## config.mk

```make
export PLATFORM = sky130hd
export DESIGN_NAME = irq_ctrl
export DESIGN_NICKNAME = d
export VERILOG_FILES = /design/src/core/irq_ctrl_pkg.sv /design/src/core/irq_ctrl.sv
export SDC_FILE = /design/constraint.sdc
export NUM_CORES = 1
export LEC_CHECK = 0
export BUFFER_PORTS_ARGS = -buffer_cell sky130_fd_sc_hd__buf_2
export CAP_MARGIN = 20
export CORE_MARGIN = 3
export CORE_UTILIZATION = 40
export CTS_CLUSTER_DIAMETER = 60
export CTS_CLUSTER_SIZE = 16
export DETAILED_ROUTE_END_ITERATION = 8
export PLACE_DENSITY = 0.79
export SYNTH_ARGS = -nofsm -noshare
export SYNTH_HDL_FRONTEND = slang
export SYNTH_SLANG_ARGS = --single-unit
export TNS_END_PERCENT = 100
```

## constraint.sdc

```tcl
create_clock -name clk -period 3.4 [get_ports clk]
set_clock_uncertainty 0.05 [all_clocks]
set_input_delay 0.68 -clock clk [delete_from_list [all_inputs] [get_ports clk]]
set_output_delay 0.68 -clock clk [all_outputs]
set_load 0.05 [all_outputs]
```

## src/core/irq_ctrl_pkg.sv

```systemverilog
/*
  Constants, bit positions and carrier types for the interrupt controller
  of the reader frontend. Assumes one 100 MHz system clock.
*/
package irq_ctrl_pkg;
  // ----------------------------------------------------------------
  // register layout
  // ----------------------------------------------------------------
  localparam int          REG_W          = 8;
  localparam int          MODE_BIT       = 7;
  localparam logic [7:0]  FLAGS_RST      = 8'h00;
  localparam logic [7:0]  ENABLE_RST     = 8'h00;
  // low register bits
  localparam int          TX_DONE_BIT    = 0;
  localparam int          RX_DONE_BIT    = 1;
  localparam int          IDLE_BIT       = 2;
  localparam int          FIFO_HIGH_BIT  = 3;
  localparam int          FIFO_LOW_BIT   = 4;
  localparam int          RX_ERROR_BIT   = 5;
  localparam int          CARD_BIT       = 6;
  localparam int          SOF_BIT        = 7;
  // high register bits
  localparam int          TIMER_BASE_BIT = 0;
  localparam int          TIMER_COUNT    = 4;
  localparam int          ANY_EVENT_BIT  = 6;
  localparam logic [7:0]  HIGH_SRC_MASK  = 8'h0F;

  typedef enum logic [1:0] {
    TX_OTHER,
    TX_PAYLOAD,
    TX_END_FRAME
  } tx_state_t;

  typedef struct packed {
    logic       wr_en;
    logic [7:0] data;
  } reg_write_t;

  typedef struct packed {
    reg_write_t flags_low;
    reg_write_t flags_high;
    reg_write_t enable_low;
    reg_write_t enable_high;
  } host_writes_t;
endpackage

```

## src/core/irq_ctrl.sv

```systemverilog
/*
  Interrupt controller: sticky event flags, enables, global flag,
  status bit and request pin. Assumes event inputs synchronous to clk.
*/
`timescale 1ns/1ps
module irq_ctrl #(
  parameter int FIFO_DEPTH = 512,
  parameter int LEVEL_W    = 9
) (
  // clock and reset
  input  wire logic                        clk,
  input  wire logic                        rst_b,
  // host register writes
  input  wire irq_ctrl_pkg::host_writes_t  host_wr,
  // configuration
  input  wire logic                        irq_pin_enable,
  input  wire logic                        card_detect_mode,
  input  wire logic [LEVEL_W-2:0]          fifo_threshold,
  input  wire logic                        fifo_threshold_extension,
  // event sources
  input  wire logic [3:0]                  timer_underflow,
  input  wire irq_ctrl_pkg::tx_state_t     tx_state,
  input  wire logic                        rx_stream_end,
  input  wire logic                        command_is_idle,
  input  wire logic [LEVEL_W:0]            fifo_fill,
  input  wire logic [7:0]                  uart_error,
  input  wire logic                        card_detected,
  input  wire logic                        receiving,
  input  wire logic                        sof_detected,
  input  wire logic                        subcarrier_detected,
  // register views and outputs
  output logic [7:0]                       event_flags_low,
  output logic [7:0]                       event_flags_high,
  output logic [7:0]                       event_enable_low,
  output logic [7:0]                       event_enable_high,
  output logic                             status_irq,
  output logic                             irq_out
);
  if (FIFO_DEPTH > (1 << LEVEL_W) || LEVEL_W < 2) begin : g_bad_size
    $error("fifo depth does not fit level width");
  end

  // ----------------------------------------------------------------
  // set/clear write decode
  // ----------------------------------------------------------------
  function automatic logic [7:0] apply_write(input logic [7:0] cur, input irq_ctrl_pkg::reg_write_t w);
    logic [7:0] m;
    m = {1'b0, w.data[6:0]};
    if (!w.wr_en)
      apply_write = cur;
    else if (w.data[irq_ctrl_pkg::MODE_BIT])
      apply_write = cur | m;
    else
      apply_write = cur & ~m;
  endfunction

  // ----------------------------------------------------------------
  // event detection
  // ----------------------------------------------------------------
  logic                  idle_prev_reg;
  logic                  hi_prev_reg;
  logic                  lo_prev_reg;
  irq_ctrl_pkg::tx_state_t tx_prev_reg;
  wire  [LEVEL_W:0]      thr_full  = {1'b0, fifo_threshold_extension, fifo_threshold};
  wire  [LEVEL_W:0]      depth_w   = (LEVEL_W+1)'(FIFO_DEPTH);
  wire                   fifo_high_status = (depth_w - fifo_fill) <= thr_full;
  wire                   fifo_low_status  = fifo_fill <= {2'b00, fifo_threshold};

  wire [7:0] hw_low;
  assign hw_low[irq_ctrl_pkg::TX_DONE_BIT]   = (tx_prev_reg == irq_ctrl_pkg::TX_PAYLOAD) &&
                                               (tx_state == irq_ctrl_pkg::TX_END_FRAME);
  assign hw_low[irq_ctrl_pkg::RX_DONE_BIT]   = rx_stream_end;
  assign hw_low[irq_ctrl_pkg::IDLE_BIT]      = command_is_idle && !idle_prev_reg;
  assign hw_low[irq_ctrl_pkg::FIFO_HIGH_BIT] = fifo_high_status && !hi_prev_reg;
  assign hw_low[irq_ctrl_pkg::FIFO_LOW_BIT]  = fifo_low_status && !lo_prev_reg;
  assign hw_low[irq_ctrl_pkg::RX_ERROR_BIT]  = |uart_error;
  assign hw_low[irq_ctrl_pkg::CARD_BIT]      = card_detected && card_detect_mode;
  assign hw_low[irq_ctrl_pkg::SOF_BIT]       = receiving && (sof_detected || subcarrier_detected);

  wire [7:0] hw_high = {4'h0, timer_underflow};

  // ----------------------------------------------------------------
  // flag and enable next values
  // ----------------------------------------------------------------
  wire [7:0] low_written  = apply_write(event_flags_low, host_wr.flags_low);
  wire [7:0] high_written = apply_write(event_flags_high, host_wr.flags_high);
  // bit 7: set by hardware only, cleared by a clear-all write
  wire       low_clear_all = host_wr.flags_low.wr_en && !host_wr.flags_low.data[irq_ctrl_pkg::MODE_BIT] &&
                             (&host_wr.flags_low.data[6:0]);
  wire [7:0] low_keep     = {event_flags_low[7] && !low_clear_all, low_written[6:0]};
  wire [7:0] flags_low_next  = low_keep | hw_low;
  wire [7:0] enable_low_next  = apply_write(event_enable_low, host_wr.enable_low);
  wire [7:0] enable_high_next = apply_write(event_enable_high, host_wr.enable_high);
  wire       any_pending = |(flags_low_next & enable_low_next) |
                           |(high_written & irq_ctrl_pkg::HIGH_SRC_MASK & enable_high_next) |
                           |(hw_high & enable_high_next);
  wire [7:0] high_src = (high_written | hw_high) & ~(8'h01 << irq_ctrl_pkg::ANY_EVENT_BIT);
  wire [7:0] flags_high_next = high_src | ({7'h00, any_pending} << irq_ctrl_pkg::ANY_EVENT_BIT);
  wire       global_on = flags_high_next[irq_ctrl_pkg::ANY_EVENT_BIT] &&
                         enable_high_next[irq_ctrl_pkg::ANY_EVENT_BIT];

  // ----------------------------------------------------------------
  // registers
  // ----------------------------------------------------------------
  always_ff @(posedge clk or negedge rst_b) begin
    if (!rst_b) begin
      event_flags_low   <= irq_ctrl_pkg::FLAGS_RST;
      event_flags_high  <= irq_ctrl_pkg::FLAGS_RST;
      event_enable_low  <= irq_ctrl_pkg::ENABLE_RST;
      event_enable_high <= irq_ctrl_pkg::ENABLE_RST;
      idle_prev_reg     <= 1'b1;
      hi_prev_reg       <= 1'b0;
      lo_prev_reg       <= 1'b0;
      tx_prev_reg       <= irq_ctrl_pkg::TX_OTHER;
      status_irq        <= 1'b0;
      irq_out           <= 1'b0;
    end else begin
      event_flags_low   <= flags_low_next;
      event_flags_high  <= flags_high_next;
      event_enable_low  <= enable_low_next;
      event_enable_high <= enable_high_next;
      idle_prev_reg     <= command_is_idle;
      hi_prev_reg       <= fifo_high_status;
      lo_prev_reg       <= fifo_low_status;
      tx_prev_reg       <= tx_state;
      status_irq        <= any_pending;
      irq_out           <= any_pending && irq_pin_enable;
    end
  end

  // ----------------------------------------------------------------
  // assertions: timer sources
  // ----------------------------------------------------------------
  for (genvar t = 0; t < irq_ctrl_pkg::TIMER_COUNT; t++) begin : g_timer_chk

  end
endmodule

```

# Word-level counts from Yosys, hierarchy flattened
# Cells that the tools add are included.
[totals] reg_bits=39 in_bits=79 out_inout_bits=34 elab_cells=64
[op_classes] n_addsub=1 magnitude_cmp=2 eq_ne=2 mux=8 bitwise_logic=20 reduce_logical=21
[op_table] cell="2-to-1 mux 8 bit" count=6
[op_table] cell="AND 8 bit" count=4
[op_table] cell="bitwise OR 8 x 7 -> 8 bit" count=4
[op_table] cell="OR reduction 8 bit" count=4
[op_table] cell="NOT 7 -> 8 bit" count=3
[op_table] cell="AND 4 x 8 -> 8 bit" count=2
[op_table] cell="2-to-1 mux 7 bit" count=2
[op_table] cell="<= comparator 10 x 8 -> 1 bit" count=1
[op_table] cell="<= comparator 10 x 9 -> 1 bit" count=1
[op_table] cell="logical AND 1 bit" count=10
[op_table] cell="subtractor 10 bit, first input constant" count=1
[op_table] cell="bitwise OR 8 x 4 -> 8 bit" count=1
[op_table] cell="bitwise OR 8 bit" count=1
[op_table] cell="AND 7 bit" count=1
[op_table] cell="NOT 7 bit" count=1
[op_table] cell="bitwise OR 7 bit" count=1
[op_table] cell="AND reduction 7 bit" count=1
[op_table] cell="zero test 1 bit" count=5
[op_table] cell="== test 2 x 1 -> 1 bit, second input constant" count=1
[op_table] cell="== test 2 bit, second input constant" count=1
[op_table] cell="bitwise OR 1 bit" count=2
[op_table] cell="logical OR 1 bit" count=1

# Logic depth before layout (Yosys ltp)
[depth] word_depth=11 mapped_depth=12 depth_no_buf=12

# Worst setup path after synthesis
# No wires, ideal clock.
[synth_path] path_type="input port to flip-flop" start="input port fifo_fill[1]" end="register irq_out" setup_ps=82 t_arrival_ps=2640 required_ps=3268 setup_slack_ps=628 stages=9 n_path_buf=0 path_cell_list="or4_4 nor4_1 xnor2_1 ha_1 a21o_1 a21oi_1 o2111a_1 o211ai_1 a31oi_1"
[synth_via] elab_chain_cells=9 elab_cells_between_ends=11 cone_classes="1 x add/sub; 2 x order compare; 4 x bitwise; 4 x reduce/logical"
[synth_lines] item="start: declaration" line="irq_ctrl.sv:25" rtl="input wire logic [LEVEL_W:0] fifo_fill,"
[synth_lines] item="subtractor 10 bit" line="irq_ctrl.sv:66" rtl="wire fifo_high_status = (depth_w - fifo_fill) <= thr_full;"
[synth_lines] item="<= comparator 10 x 9 -> 1 bit" line="irq_ctrl.sv:66"
[synth_lines] item="logical AND 1 bit" line="irq_ctrl.sv:74" rtl="assign hw_low[irq_ctrl_pkg::FIFO_HIGH_BIT] = fifo_high_status && !hi_prev_reg;"
[synth_lines] item="bitwise OR 8 bit *" line="irq_ctrl.sv:91" rtl="wire [7:0] flags_low_next = low_keep | hw_low;"
[synth_lines] item="AND 8 bit *" line="irq_ctrl.sv:94" rtl="wire any_pending = |(flags_low_next & enable_low_next) |"
[synth_lines] item="OR reduction 8 bit *" line="irq_ctrl.sv:94"
[synth_lines] item="bitwise OR 1 bit *" line="irq_ctrl.sv:95" rtl="|(high_written & irq_ctrl_pkg::HIGH_SRC_MASK & enable_high_next) |"
[synth_lines] item="bitwise OR 1 bit *" line="irq_ctrl.sv:96" rtl="|(hw_high & enable_high_next);"
[synth_lines] item="logical AND 1 bit *" line="irq_ctrl.sv:127" rtl="irq_out <= any_pending && irq_pin_enable;"
[synth_lines] item="end signal: assignment" line="irq_ctrl.sv:127"
[synth_lines] item="end: declaration" line="irq_ctrl.sv:37" rtl="output logic irq_out"
# Mark *: on every way between the ends. The rest lies on a longest branch, timed or not.

# Final worst setup path
# Same ends and word-level chain as after synthesis.

==> metrics.txt <==
antenna violations before repair 0; Synth-to-Final Area Change 31.4%; Routed Antenna Nets 0; hold depth 1; ys async rst share 1.00; syn avg cell area 10.3 um2; routed vias/inst slightly above 5; top cells by area, synth dfrtp_1 (39%), ha_1 (9.7%), nand2_1 (3.9%), inv_1 (3.1%), mux2_1 (3.1%); Slew Limit Fails 0; area leader, netlist dfrtp_1; vias in the first global route approximately 1900; IO Count roughly 110; Netlist cell types 49; Post-Layout Cell Count 394; worst slew pin tran ~0.77 ns; root buf cell clkbuf_8; pwr dens 433 nW/um2; maximum root-to-sink buffer count 2; Routed WL 5610 um; Yosys top cell area share 0.389; chip height 79.9 um; WP data required 3.55 ns; Crit. End Element flop; post-route minimum period ~2.8 ns; Buf+Inv Stages, Crit Path 1; Final HPWL DP ~4700 um; initial DRC count between 50 and 60; Largest register FFs 8; outcome finished, final reports clean; setup TNS 0 ns; Lkg Pwr 1.48 nW; largest net degree at the start of global routing 36; final hold vios 0; DR WL/cell 14.2 um; TritonCTS Buffers 5; first drt pass iteration count 4; clock-pin slew on the worst setup and hold paths 0.07 ns; Biggest register event_flags_low; htree depth 2; slowest CP cell or4_4; std cell rows 26; CTS Hold Bufs 0; number of synthesized flops with an enable pin 0; setup bufs post-CTS 0; die area 6390 um2; I/O Buffers 108; Min-Delay Endpoint event_flags_low[3]; Final setup viols 0; Cell Chain, Critical Path buf_2 -> or4_4 -> nor4_1 -> xnor2_1 -> ha_1 -> a21o_1 -> a21oi_1 -> o2111a_1 -> o211ai_1 -> a31oi_1; diodes inserted 0; ys flop type dfrtp_1; Worst slew margin 0.488; Max-cap violations 0; die span in x 79.9 um; Crit path arrival time 2.97 ns; Core Box Area 5200 um2; gr ovfl total 0; total vias in the final route 2001; RSZ-0062 raised after global routing no; crit start category input pin; FF+latch count, synth 35; delay-heaviest family, CP compound AO/OA/AOI/OAI gates; Nets between 400 and 500; final core utilization 0.552; Post-CTS Resized 0; layout cells sized above 1 0.383; worst hold path class flop to flop; DRC viols 0; clk_lat worst skew 0.28 ns; R2R Setup Slk 1.74 ns; fin crit share 0.828; Inst Count DP 386; gp weighted congestion 0.808; CTS tree yes; Reg-to-Reg Start event_flags_high[2]; VDD IR-drop max roughly 270 uV; post-synthesis sequential area ratio 0.401; Initial Util 0.420; crit-path max cell delay 0.56 ns; CTS Sinks 35; CP Max Fanout 4; Max Freq 0.355 GHz; Setup CP Type input pin to flop; Hold Crit Start hi_prev_reg; GRT Total Usage 0.180; Worst R2R End irq_out; YS warnings 0; wire length of the first global-routing pass between 9000 and 10000 um; R2R depth 5; synthesized instance count 213; Cell Area, Synth 2190 um2
==> cells in the mapped netlist (2+ instances only) <==
library cell and number:
xnor2_1 7, or2_1 5, o32ai_1 4, and3_1 8, buf_4 6, inv_1 18
o21bai_1 2, o2111ai_1 2, mux2_1 6, a311o_1 3, nand4_1 2, ha_1 17
nor4_1 5, mux2i_1 6, a21o_1 4, a21boi_0 7, a21boi_1 5, a21oi_1 4
nor2_1 4, a22o_1 2, dfrtp_1 34, o21ai_1 2, nor2b_1 3, nand3_1 4
nand2_1 23, or3_1 4, mux2_4 3, nor3_1 2
==> how the worst max path moves through the flow <==
stage | start | end | slack, ns | cells after the start
floorplan | fifo_fill[1] | irq_out | 0.63 | 9
global placement | fifo_fill[1] | irq_out | 0.38 | 10
detailed placement | fifo_fill[1] | irq_out | 0.28 | 10
CTS | fifo_fill[1] | irq_out | 0.58 | 10
global route | fifo_fill[1] | irq_out | 0.49 | 10
finish | fifo_fill[1] | irq_out | 0.59 | 10
==> kinds of logic after synthesis <==
kind of cell / after synthesis / synth area share
AND/OR/NAND/NOR: 68 / 0.177
AO/OA/AOI/OAI: 44 / 0.158
flip-flops: 35 / 0.401
buffers and inverters: 25 / 0.0538
adder cells (fa/ha/maj): 17 / 0.0973
multiplexers: 15 / 0.0790
XOR/XNOR: 8 / 0.0321
other: 1 / 0.00172
==> metrics by stage <==
| stage | setup WS (ns) | instance area [um2] | power (mW) | hold WS (ns) |
|---|---|---|---|---|
| finish | 0.586 | 2870 | 1.24 | 0.399 |
| global route | 0.493 | 2870 | 1.32 | 0.429 |
| CTS | 0.584 | 2870 | 1.26 | 0.400 |
| detailed placement | 0.282 | 2770 | 0.927 | 0.391 |
| global placement | 0.384 | 2770 | 0.918 | 0.384 |
| floorplan | 0.628 | 2190 | 0.786 | 0.334 |
==> metal layers <==
layer,vias to the layer above,GRT usage,wire length (um)
li1,992,-,-
met1,928,0.224,2430
met4,0,0.0574,67
met2,73,0.309,2750
met3,8,0.0395,363
met5,-,0,0
==> worst reg2reg max path: stages (launching register included) <==
cell and delay (ns):
dfrtp_1 0.37, a21boi_1 0.12, a311o_1 0.30, a22o_1 0.28, nor4_4 0.30, a31oi_1 0.11
==> report_power, final <==
group,switching (mW),total [mW],internal (mW),leakage (nW)
Combinational,0.294,0.435,0.141,1.04
Clock,0.143,0.327,0.185,0.0515
Sequential,0.0206,0.482,0.462,0.390
==> layout by cell type, fill, tap and decap left out, drive strengths merged, types with 2 or more instances in the layout <==
cell type    n
a22o         2
or3          4
mux2         9
or4          2
mux2i        6
dfrtp       34
nor3         3
o21bai       2
nor4         6
buf        108
xnor2        7
ha          17
and3         9
a21boi      12
conb         3
a21o         4
nand3        4
a311o        3
nand4        2
or2          5
o21ai        3
nand2       23
inv         18
nor2b        3
o32ai        4
o2111ai      2
clkbuf       8
nor2         4
a21oi        4
==> final cells by class <==
class	instances	area (um2)
clock buffers	8	100
fillers	487	2330
inverters	18	67.6
multi-input cells	155	1200
flip-flops and latches	35	877
well taps	70	87.6
repair buffers	108	541
No activity file was read; power rests on OpenSTA's default activity.
